[src/core/ums_cfg.svh]
`ifndef UMS_CFG_SVH
`define UMS_CFG_SVH
// Register addresses on the 3-bit register select (A2..A0).
`define UMS_ADDR_DATA 3'h0
`define UMS_ADDR_IER 3'h1
`define UMS_ADDR_ISR 3'h2
`define UMS_ADDR_LCR 3'h3
`define UMS_ADDR_MCTL 3'h4
`define UMS_ADDR_LSTAT 3'h5
`define UMS_ADDR_MSTAT 3'h6
`define UMS_ADDR_SCR 3'h7
// Field positions.
`define UMS_LCR_DLSEL 7
`define UMS_LCR_BREAK 6
`define UMS_LCR_STICK 5
`define UMS_LCR_EVEN 4
`define UMS_LCR_PEN 3
`define UMS_LCR_STOP 2
`define UMS_MC_TRDY 0
`define UMS_MC_RTS 1
`define UMS_MC_SRST 2
`define UMS_MC_IRQEN 3
`define UMS_MC_LOOP 4
`define UMS_MC_PDOWN 7
`define UMS_IER_RX 0
`define UMS_IER_TX 1
`define UMS_IER_LS 2
`define UMS_IER_MS 3
// Reset values and read masks.
`define UMS_MC_RESET 8'h00
`define UMS_MC_RMASK 8'h9F
`define UMS_IER_RMASK 8'h2F
`define UMS_ISR_IDLE 8'h01
`define UMS_DIV_RESET 16'h0001
// Receiver samples the start bit at the middle of the 16x clock.
`define UMS_MID_SAMPLE 4'h7
`endif

[src/core/ums_pkg.sv]
package ums_pkg;
  typedef enum logic [1:0] {UMS_TX_IDLE, UMS_TX_SHIFT} ums_tx_state_t;
  typedef enum logic [1:0] {UMS_RX_IDLE, UMS_RX_START, UMS_RX_DATA} ums_rx_state_t;
endpackage

[src/core/ums_uart.sv]
`timescale 1ns/100ps
`default_nettype none
`include "ums_cfg.svh"
module ums_uart
  import ums_pkg::*;
#(
  parameter int TXQ_DEPTH = 16
) (
  input wire logic clk_sys_i, // System clock, 250 MHz.
  input wire logic nrst_i, // Reset, active low.
  input wire logic [2:0] addr_i, // Register select.
  input wire logic wr_i, // Write strobe, one cycle.
  input wire logic rd_i, // Read strobe, one cycle.
  input wire logic [7:0] wdata_i, // Write data.
  output logic [7:0] rdata_o, // Read data, registered.
  output logic irq_o, // Interrupt level.
  output logic irq_oe_o, // Interrupt pin enable.
  output logic ser_out_o, // Serial output.
  input wire logic ser_in_i, // Serial input.
  input wire logic clear_to_send_in_n_i, // Modem input.
  input wire logic data_set_ready_in_n_i, // Modem input.
  input wire logic ring_indicator_in_n_i, // Modem input.
  input wire logic carrier_detect_in_n_i, // Modem input.
  output logic term_ready_out_n_o, // Modem output.
  output logic req_to_send_out_n_o, // Modem output.
  output logic soft_reset_o, // Software reset output.
  output logic power_down_o, // Oscillator stop request.
  output logic baud_tick_o // 16x baud enable pulse.
);
  // ****************************************
  // Reset and input synchronisers
  // ****************************************
  logic [1:0] rst_sync_reg;
  wire rst_n = rst_sync_reg[1];
  always_ff @(posedge clk_sys_i or negedge nrst_i) begin
    if (!nrst_i) rst_sync_reg <= 2'h0;
    else rst_sync_reg <= {rst_sync_reg[0], 1'b1};
  end
  // Five pins pass three flops; a change counts when stages two and three agree.
  wire [4:0] pins_raw = {carrier_detect_in_n_i, ring_indicator_in_n_i, data_set_ready_in_n_i,
                         clear_to_send_in_n_i, ser_in_i};
  logic [4:0] s1_reg, s2_reg, s3_reg, pin_reg;
  always_ff @(posedge clk_sys_i or negedge rst_n) begin
    if (!rst_n) begin
      s1_reg <= 5'h1F;
      s2_reg <= 5'h1F;
      s3_reg <= 5'h1F;
      pin_reg <= 5'h1F;
    end else begin
      s1_reg <= pins_raw;
      s2_reg <= s1_reg;
      s3_reg <= s2_reg;
      pin_reg <= (s2_reg & s3_reg) | (pin_reg & (s2_reg | s3_reg));
    end
  end
  // ****************************************
  // Registers
  // ****************************************
  logic [7:0] lcr_reg, mctl_reg, ier_reg, scr_reg, rbr_reg;
  logic [15:0] div_reg;
  logic [3:0] delta_reg, mstat_prev_reg;
  logic dr_reg, oe_reg, pe_reg, fe_reg, bi_reg;
  wire dlsel = lcr_reg[`UMS_LCR_DLSEL];
  wire loop = mctl_reg[`UMS_MC_LOOP];
  wire wr_data = wr_i && addr_i == `UMS_ADDR_DATA && !dlsel;
  wire wr_dll = wr_i && addr_i == `UMS_ADDR_DATA && dlsel;
  wire wr_dlm = wr_i && addr_i == `UMS_ADDR_IER && dlsel;
  wire wr_ier = wr_i && addr_i == `UMS_ADDR_IER && !dlsel;
  wire rd_rbr = rd_i && addr_i == `UMS_ADDR_DATA && !dlsel;
  wire rd_mst = rd_i && addr_i == `UMS_ADDR_MSTAT;
  wire rd_lst = rd_i && addr_i == `UMS_ADDR_LSTAT;
  // Modem status view: loop-back takes RTS, DTR, soft reset, irq enable.
  wire [3:0] mstat_now = loop ? {mctl_reg[`UMS_MC_IRQEN], mctl_reg[`UMS_MC_SRST],
                                 mctl_reg[`UMS_MC_TRDY], mctl_reg[`UMS_MC_RTS]}
                              : ~pin_reg[4:1];
  // Change detection, ring only on the input going low-to-high (status falling).
  wire [3:0] chg = mstat_now ^ mstat_prev_reg;
  wire [3:0] delta_set = {chg[3], chg[2] & ~mstat_now[2], chg[1], chg[0]};
  // Host-writable registers.
  always_ff @(posedge clk_sys_i or negedge rst_n) begin
    if (!rst_n) begin
      lcr_reg <= 8'h00;
      mctl_reg <= `UMS_MC_RESET;
      ier_reg <= 8'h00;
      scr_reg <= 8'h00;
      div_reg <= `UMS_DIV_RESET;
    end else if (wr_i) begin
      if (addr_i == `UMS_ADDR_LCR) lcr_reg <= wdata_i;
      if (addr_i == `UMS_ADDR_MCTL) mctl_reg <= wdata_i & `UMS_MC_RMASK;
      if (addr_i == `UMS_ADDR_SCR) scr_reg <= wdata_i;
      if (wr_ier) ier_reg <= wdata_i & `UMS_IER_RMASK;
      if (wr_dll) div_reg[7:0] <= wdata_i;
      if (wr_dlm) div_reg[15:8] <= wdata_i;
    end
  end
  // Delta bits: a new change wins over the clear by read.
  always_ff @(posedge clk_sys_i or negedge rst_n) begin
    if (!rst_n) begin
      delta_reg <= 4'h0;
      mstat_prev_reg <= 4'h0;
    end else begin
      mstat_prev_reg <= mstat_now;
      delta_reg <= (rd_mst ? 4'h0 : delta_reg) | delta_set;
    end
  end
  // ****************************************
  // Baud generator
  // ****************************************
  logic [15:0] bcnt_reg;
  logic tick_reg;
  wire pdown = mctl_reg[`UMS_MC_PDOWN];
  always_ff @(posedge clk_sys_i or negedge rst_n) begin
    if (!rst_n) begin
      bcnt_reg <= 16'h0000;
      tick_reg <= 1'b0;
    end else if (pdown) begin
      bcnt_reg <= 16'h0000;
      tick_reg <= 1'b0;
    end else begin
      tick_reg <= (bcnt_reg + 16'h0001 >= div_reg);
      bcnt_reg <= (bcnt_reg + 16'h0001 >= div_reg) ? 16'h0000 : bcnt_reg + 16'h0001;
    end
  end
  // ****************************************
  // Transmitter with holding FIFO
  // ****************************************
  logic [7:0] q_data;
  logic q_valid, q_ready, q_pop;
  ums_fifo #(.WIDTH(8), .DEPTH(TXQ_DEPTH)) u_txq (
    .clk_i(clk_sys_i), .rst_n_i(rst_n), .in_data_i(wdata_i), .in_valid_i(wr_data),
    .in_ready_o(q_ready), .out_data_o(q_data), .out_valid_o(q_valid), .out_ready_i(q_pop)
  );
  ums_tx_state_t tx_st;
  logic [10:0] tsh_reg;
  logic [3:0] tbits_reg, tph_reg;
  logic tx_line_reg;
  // Word length is 5 to 8, so it needs four bits; the mask keeps only the data bits.
  wire [3:0] wl = {2'h0, lcr_reg[1:0]} + 4'h5;
  wire [7:0] dmask = 8'hFF >> (4'h8 - wl);
  wire par_bit = lcr_reg[`UMS_LCR_STICK] ? ~lcr_reg[`UMS_LCR_EVEN]
               : ^(q_data & dmask) ^ ~lcr_reg[`UMS_LCR_EVEN];
  assign q_pop = tx_st == UMS_TX_IDLE && tick_reg && q_valid;
  always_ff @(posedge clk_sys_i or negedge rst_n) begin
    if (!rst_n) begin
      tx_st <= UMS_TX_IDLE;
      tsh_reg <= 11'h7FF;
      tbits_reg <= 4'h0;
      tph_reg <= 4'h0;
      tx_line_reg <= 1'b1;
    end else if (tick_reg) begin
      unique case (tx_st)
        UMS_TX_IDLE: if (q_valid) begin
          tsh_reg <= 11'h7FF;
          tsh_reg[7:0] <= q_data | ~dmask; // Unused data bits become stop ones.
          tsh_reg[wl] <= lcr_reg[`UMS_LCR_PEN] ? par_bit : 1'b1;
          tbits_reg <= wl + (lcr_reg[`UMS_LCR_PEN] ? 4'h2 : 4'h1) + {3'h0, lcr_reg[`UMS_LCR_STOP]};
          tph_reg <= 4'h0;
          tx_line_reg <= 1'b0;
          tx_st <= UMS_TX_SHIFT;
        end
        UMS_TX_SHIFT: begin
          tph_reg <= tph_reg + 4'h1;
          if (tph_reg == 4'hF) begin
            tx_line_reg <= tsh_reg[0];
            tsh_reg <= {1'b1, tsh_reg[10:1]};
            tbits_reg <= tbits_reg - 4'h1;
            if (tbits_reg == 4'h0) begin
              tx_line_reg <= 1'b1;
              tx_st <= UMS_TX_IDLE;
            end
          end
        end
        default: tx_st <= UMS_TX_IDLE;
      endcase
    end
  end
  wire thr_empty = !q_valid;
  wire tx_empty = !q_valid && tx_st == UMS_TX_IDLE;
  // ****************************************
  // Receiver
  // ****************************************
  wire rx_line = loop ? tx_line_reg : pin_reg[0];
  ums_rx_state_t rx_st;
  logic [3:0] rph_reg, rcnt_reg;
  logic [9:0] rsh_reg;
  wire [3:0] rtotal = wl + {3'h0, lcr_reg[`UMS_LCR_PEN]} + 4'h1;
  wire [7:0] rdat = rsh_reg[7:0] & dmask;
  wire rpar = rsh_reg[wl];
  wire rpar_exp = lcr_reg[`UMS_LCR_STICK] ? ~lcr_reg[`UMS_LCR_EVEN] : ^rdat ^ ~lcr_reg[`UMS_LCR_EVEN];
  // The character ends at the stop sample, so a back-to-back start bit is not missed.
  wire rx_done = rx_st == UMS_RX_DATA && tick_reg && rph_reg == 4'hF && rcnt_reg == rtotal - 4'h1;
  wire stop_bit = rx_line;
  always_ff @(posedge clk_sys_i or negedge rst_n) begin
    if (!rst_n) begin
      rx_st <= UMS_RX_IDLE;
      rph_reg <= 4'h0;
      rcnt_reg <= 4'h0;
      rsh_reg <= 10'h000;
      rbr_reg <= 8'h00;
    end else if (tick_reg) begin
      unique case (rx_st)
        UMS_RX_IDLE: if (!rx_line) begin
          rph_reg <= 4'h0;
          rx_st <= UMS_RX_START;
        end
        UMS_RX_START: begin
          rph_reg <= rph_reg + 4'h1;
          if (rph_reg == `UMS_MID_SAMPLE) begin
            rph_reg <= 4'h0;
            rcnt_reg <= 4'h0;
            rx_st <= rx_line ? UMS_RX_IDLE : UMS_RX_DATA;
          end
        end
        UMS_RX_DATA: begin
          rph_reg <= rph_reg + 4'h1;
          if (rph_reg == 4'hF) begin
            rcnt_reg <= rcnt_reg + 4'h1;
            if (rcnt_reg < rtotal - 4'h1) rsh_reg[rcnt_reg] <= rx_line;
            if (rx_done) begin
              rbr_reg <= rdat;
              rx_st <= UMS_RX_IDLE;
            end
          end
        end
        default: rx_st <= UMS_RX_IDLE;
      endcase
    end
  end
  // Line status flags; a completing character wins over the clearing read.
  wire all_zero = (rdat == 8'h00) && !stop_bit && !(lcr_reg[`UMS_LCR_PEN] && rpar);
  always_ff @(posedge clk_sys_i or negedge rst_n) begin
    if (!rst_n) begin
      dr_reg <= 1'b0;
      oe_reg <= 1'b0;
      pe_reg <= 1'b0;
      fe_reg <= 1'b0;
      bi_reg <= 1'b0;
    end else begin
      dr_reg <= rx_done | (dr_reg & ~rd_rbr);
      oe_reg <= (rx_done & dr_reg & ~rd_rbr) | (oe_reg & ~rd_lst);
      pe_reg <= (rx_done & lcr_reg[`UMS_LCR_PEN] & (rpar != rpar_exp)) | (pe_reg & ~rd_lst);
      fe_reg <= (rx_done & ~stop_bit) | (fe_reg & ~rd_lst);
      bi_reg <= (rx_done & all_zero) | (bi_reg & ~rd_lst);
    end
  end
  // ****************************************
  // Interrupts, read mux, outputs
  // ****************************************
  wire [7:0] lstat = {1'b0, tx_empty, thr_empty, bi_reg, fe_reg, pe_reg, oe_reg, dr_reg};
  wire ls_irq = ier_reg[`UMS_IER_LS] && (oe_reg | pe_reg | fe_reg | bi_reg);
  wire rx_irq = ier_reg[`UMS_IER_RX] && dr_reg;
  wire tx_irq = ier_reg[`UMS_IER_TX] && thr_empty;
  wire ms_irq = ier_reg[`UMS_IER_MS] && (delta_reg != 4'h0);
  wire [7:0] irq_status_reg = ls_irq ? 8'h06 : rx_irq ? 8'h04 : tx_irq ? 8'h02 : ms_irq ? 8'h00 : `UMS_ISR_IDLE;
  wire [7:0] rd_mux = (addr_i == `UMS_ADDR_DATA) ? (dlsel ? div_reg[7:0] : rbr_reg)
                    : (addr_i == `UMS_ADDR_IER) ? (dlsel ? div_reg[15:8] : ier_reg)
                    : (addr_i == `UMS_ADDR_ISR) ? irq_status_reg
                    : (addr_i == `UMS_ADDR_LCR) ? lcr_reg
                    : (addr_i == `UMS_ADDR_MCTL) ? (mctl_reg & `UMS_MC_RMASK)
                    : (addr_i == `UMS_ADDR_LSTAT) ? lstat
                    : (addr_i == `UMS_ADDR_MSTAT) ? {mstat_now, delta_reg}
                    : scr_reg;
  always_ff @(posedge clk_sys_i or negedge rst_n) begin
    if (!rst_n) begin
      rdata_o <= 8'h00;
      irq_o <= 1'b0;
      irq_oe_o <= 1'b0;
      ser_out_o <= 1'b1;
      term_ready_out_n_o <= 1'b1;
      req_to_send_out_n_o <= 1'b1;
      soft_reset_o <= 1'b1;
      power_down_o <= 1'b0;
      baud_tick_o <= 1'b0;
    end else begin
      if (rd_i) rdata_o <= rd_mux;
      irq_o <= ls_irq | rx_irq | tx_irq | ms_irq;
      irq_oe_o <= mctl_reg[`UMS_MC_IRQEN];
      ser_out_o <= loop ? 1'b1 : (tx_line_reg & ~lcr_reg[`UMS_LCR_BREAK]);
      term_ready_out_n_o <= loop | ~mctl_reg[`UMS_MC_TRDY];
      req_to_send_out_n_o <= loop | ~mctl_reg[`UMS_MC_RTS];
      soft_reset_o <= mctl_reg[`UMS_MC_SRST];
      power_down_o <= pdown;
      baud_tick_o <= tick_reg;
    end
  end
endmodule
`default_nettype wire

[src/core/ums_fifo.sv]
`timescale 1ns/100ps
`default_nettype none
// Small synchronous FIFO with valid/ready on both sides.
module ums_fifo #(
  parameter int WIDTH = 8,
  parameter int DEPTH = 16
) (
  input wire logic clk_i, // Clock.
  input wire logic rst_n_i, // Synchronised reset, active low.
  input wire logic [WIDTH-1:0] in_data_i, // Write data.
  input wire logic in_valid_i, // Write request.
  output logic in_ready_o, // Not full.
  output logic [WIDTH-1:0] out_data_o, // Head word.
  output logic out_valid_o, // Not empty.
  input wire logic out_ready_i // Pop request.
);
  localparam int AW = $clog2(DEPTH);
  logic [WIDTH-1:0] mem_reg [DEPTH];
  logic [AW-1:0] wr_reg;
  logic [AW-1:0] rd_reg;
  logic [AW:0] cnt_reg;
  wire push = in_valid_i && in_ready_o;
  wire pop = out_valid_o && out_ready_i;
  // Flags come straight from the occupancy count.
  assign in_ready_o = (cnt_reg != DEPTH[AW:0]);
  assign out_valid_o = (cnt_reg != '0);
  assign out_data_o = mem_reg[rd_reg];
  // Storage array.
  always_ff @(posedge clk_i) begin
    if (push) begin
      mem_reg[wr_reg] <= in_data_i;
    end
  end
  // Pointers and count.
  always_ff @(posedge clk_i or negedge rst_n_i) begin
    if (!rst_n_i) begin
      wr_reg <= '0;
      rd_reg <= '0;
      cnt_reg <= '0;
    end else begin
      if (push) wr_reg <= wr_reg + 1'b1;
      if (pop) rd_reg <= rd_reg + 1'b1;
      cnt_reg <= cnt_reg + (AW+1)'(push) - (AW+1)'(pop);
    end
  end
endmodule
`default_nettype wire

[config.mk]
export PLATFORM = sky130hd
export DESIGN_NAME = ums_uart
export DESIGN_NICKNAME = d
export VERILOG_FILES = /design/src/core/ums_pkg.sv /design/src/core/ums_uart.sv /design/src/core/ums_fifo.sv
export VERILOG_INCLUDE_DIRS = /design/src /design/src/core
export SDC_FILE = /design/constraint.sdc
export NUM_CORES = 1
export LEC_CHECK = 0
export ABC_AREA = 1
export ABC_CLOCK_PERIOD_IN_PS = 5100
export BUFFER_PORTS_ARGS = -buffer_cell sky130_fd_sc_hd__buf_2
export CELL_PAD_IN_SITES_DETAIL_PLACEMENT = 0
export CELL_PAD_IN_SITES_GLOBAL_PLACEMENT = 1
export CORE_MARGIN = 1
export CORE_UTILIZATION = 35
export CTS_CLUSTER_DIAMETER = 50
export DETAILED_ROUTE_END_ITERATION = 7
export GPL_TIMING_DRIVEN = 0
export HOLD_SLACK_MARGIN = 0.02
export PLACE_DENSITY = 0.67
export SLEW_MARGIN = 30
export SYNTH_ARGS = -nofsm -noshare
export SYNTH_HDL_FRONTEND = slang
export SYNTH_SLANG_ARGS = --single-unit
[constraint.sdc]
create_clock -name clk_sys_i -period 5.1 [get_ports clk_sys_i]
set_clock_uncertainty 0.15 [all_clocks]
set_input_delay 0.765 -clock clk_sys_i [delete_from_list [all_inputs] [get_ports clk_sys_i]]
set_output_delay 0.765 -clock clk_sys_i [all_outputs]
set_load 0.05 [all_outputs]
==> impl_metrics.json <==
{
  "status": "completed",
  "drtAntennaViolNets": 0,
  "final_cell_mix": "401 x nand2_1, 244 x inv_1, 135 x dfrtp_1, 128 x edfxtp_1, 125 x nand3_1",
  "cts.sinks": 301,
  "clk-insertion-delay-late_ns": 0.55,
  "synth.largest_area_cell": "edfxtp_1",
  "io_buffers": 34,
  "tns_ns": 0,
  "coreArea_um2": 40700,
  "syn_nets": 1662,
  "gr-max-usage-layer": "met2",
  "cp_data_required_time_ns": 5.35,
  "antenna_found_initial": 0,
  "cts_setup_buffers": 0,
  "dpl.cell_count": 2151,
  "power_density_nw_per_um2": 499,
  "track_usage_pct": 18.1,
  "ys_seq_area_share_pct": 56.9,
  "hold_viol": 0,
  "async_flop_share_pct": 57.5,
  "fp-row-count": 74,
  "grt_max_degree": 49,
  "gp_congestion": 0.850,
  "grt_pass1_wl_um": 58200,
  "hold_path.class": "reg2async",
  "post-route-drc-count": 0,
  "cpPeakStageDelay_ns": 0.40,
  "slowest_stage": "dfrtp_1",
  "initial_core_util_pct": 35.5,
  "synth.avg_cell_area_um2": 9.14,
  "path_max_fanout": 10,
  "slew_headroom_pct": 36.3,
  "cts_max_path_buffers": 3,
  "yosysWarnings": 0,
  "cts-root-buf": "clkbuf_16",
  "ys_types": 46,
  "p_leak_nw": 7.60,
  "grt_overflow": 0,
  "max_slew.worst_pin.slew_ns": 0.953,
  "dr.pass1.iters": 5,
  "die_h_um": 205,
  "fin_nets": 1743,
  "path_delay_family": "simple AND/OR/NAND/NOR gates",
  "crit_buf_inv": 3,
  "use_met1_pct": 25.3,
  "syn_inst": 1581,
  "grt_pass1_vias": 10300,
  "tritoncts": "yes",
  "fp.dieW_um": 205,
  "synthTopCellsByArea": "edfxtp_1 27%, dfrtp_1 24%, nand2_1 10%, dfstp_2 6.7%, inv_1 6.3%",
  "maxCapViolCount": 0,
  "largest_reg_flops": 128,
  "worstPathArrival_ns": 3.93,
  "grt_use_met3_pct": 3.37,
  "fin_cells": 2224,
  "ys_ff_latch": 301,
  "path_cells": "ha_1 > nand4_1 > nor2_1 > inv_1 > nor2_1 > nand3_1 > nor3_1 > nand4_1 > xor2_1 > inv_1 > ha_1 > nand4_1 > a31oi_1 > nor2_1 > nand2_1 > clkbuf_1 > nor2_1",
  "fillers": 4080,
  "drive_gt1_share_pct": 9.69,
  "synth_edf_count": 128,
  "crit_top_cell": "nor2_1",
  "path_clk_slew_ns": 0.06,
  "die_area_um2": 42100,
  "num_vias": 10600,
  "worstSetupPathType": "reg2reg",
  "grtUsageMet2_pct": 28.3,
  "pin_count": 36,
  "routed_wl_um": 36500,
  "period_minus_slack_ns": 3.67,
  "irDropWorstVdd_v": 0.000437,
  "cts-buffers-inserted": 39,
  "mostFrequentLayoutCell": "nand2_1",
  "setup_viol": 0,
  "drt_iter0_markers": 661,
  "routedWlPerCell_um": 16.4,
  "areaGrowthSynthToFinish_pct": 15.7,
  "synth.top_cell.area_share_pct": 26.6,
  "viasPerCell": 4.79,
  "syn-cell-area_um2": 14400,
  "cts.htree.levels": 2,
  "rsz0062_at_grt": "false",
  "endpoint_kind": "flip-flop",
  "finalMaxSlewViolations": 0,
  "hpwl_um": 25900,
  "worst_setup_path_start_kind": "flip-flop",
  "synth_top_flop_cell": "dfrtp_1",
  "antenna_cells": 0,
  "period_share_pct": 72.0,
  "fmax_mhz": 272,
  "cts_resized": 0
}
synth_stat cells, drive strengths merged, types with 12 or more instances:
cell / instances
a21oi: 48
buf: 22
clkbuf: 25
dfrtp: 136
dfstp: 37
edfxtp: 128
ha: 57
inv: 247
nand2: 401
nand3: 126
nand4: 12
nor2: 101
o21ai: 128
xor2: 23
path summary, 6_finish.rpt:
check                           startpoint      endpoint  slack [ns]  cells after the start
setup / recovery               bcnt_reg[0]  bcnt_reg[10]        1.43                     17
hold / removal             rst_sync_reg[1]    lcr_reg[6]        0.16                      1
setup reg to reg               bcnt_reg[0]  bcnt_reg[10]        1.43                     17
hold reg to reg            rst_sync_reg[1]    lcr_reg[6]        0.16                      1
max in group asynchronous  rst_sync_reg[1]   tsh_reg[10]        3.85                      3
min in group clk_sys_i            ser_in_i     s1_reg[0]        0.17                      1
routing by layer:
| layer | part of all wire, % | wire, um |
|---|---|---|
| met5 | 0 | 0 |
| met3 | 4.4 | 1620 |
| met2 | 45 | 16400 |
| met1 | 48 | 17600 |
| met4 | 2.3 | 852 |
what timing repair did:
| item | CTS | global route |
|---|---|---|
| hold endpoints to repair | 9 | 0 |
| setup endpoints to repair | 0 | 0 |
| hold buffers | 2 | 0 |
logic make-up after synthesis:
family	after synthesis	synth area share (%)
adders and majority gates	66	5.84
buffers and inverters	298	8.06
other	1	0.0260
DFF	301	56.9
xor gates and xnor gates	29	1.76
and+or+nand+nor	657	18.6
AOI/OAI and AO/OA	229	8.78
area by class of cell:
cell class	count	area [um2]	area share, %
sequential	301	8220	49.2
multi-input combinational	982	5060	30.3
clock buffer	50	1080	6.47
inverter	251	942	5.64
tap	532	666	3.98
timing repair buffer	40	293	1.75
buffer	47	223	1.33
clock inverter	21	218	1.30
metrics by stage:
stage / hold slack, ns / setup slack [ns] / area (um2) / util, % / power (mW)
floorplan: 0.181 / 2.13 / 14400 / - / 4.83
global placement: 0.188 / 0.898 / 15300 / 37.5 / 5.57
detailed placement: 0.00386 / 1.38 / 15400 / 37.8 / 5.62
CTS: 0.141 / 1.35 / 16700 / 41.0 / 8.43
global route: 0.146 / 0.966 / 16700 / 41.0 / 8.89
finish: 0.157 / 1.43 / 16700 / 41.0 / 8.33
power by group:
group          internal (mW)  switching [mW]  leakage (nW)
logic                  0.782            1.69          3.70
clock network           1.71            1.06         0.627
registers               2.88           0.205          3.28
total                   5.37            2.96          7.60
(Power assumes the default switching activity.)
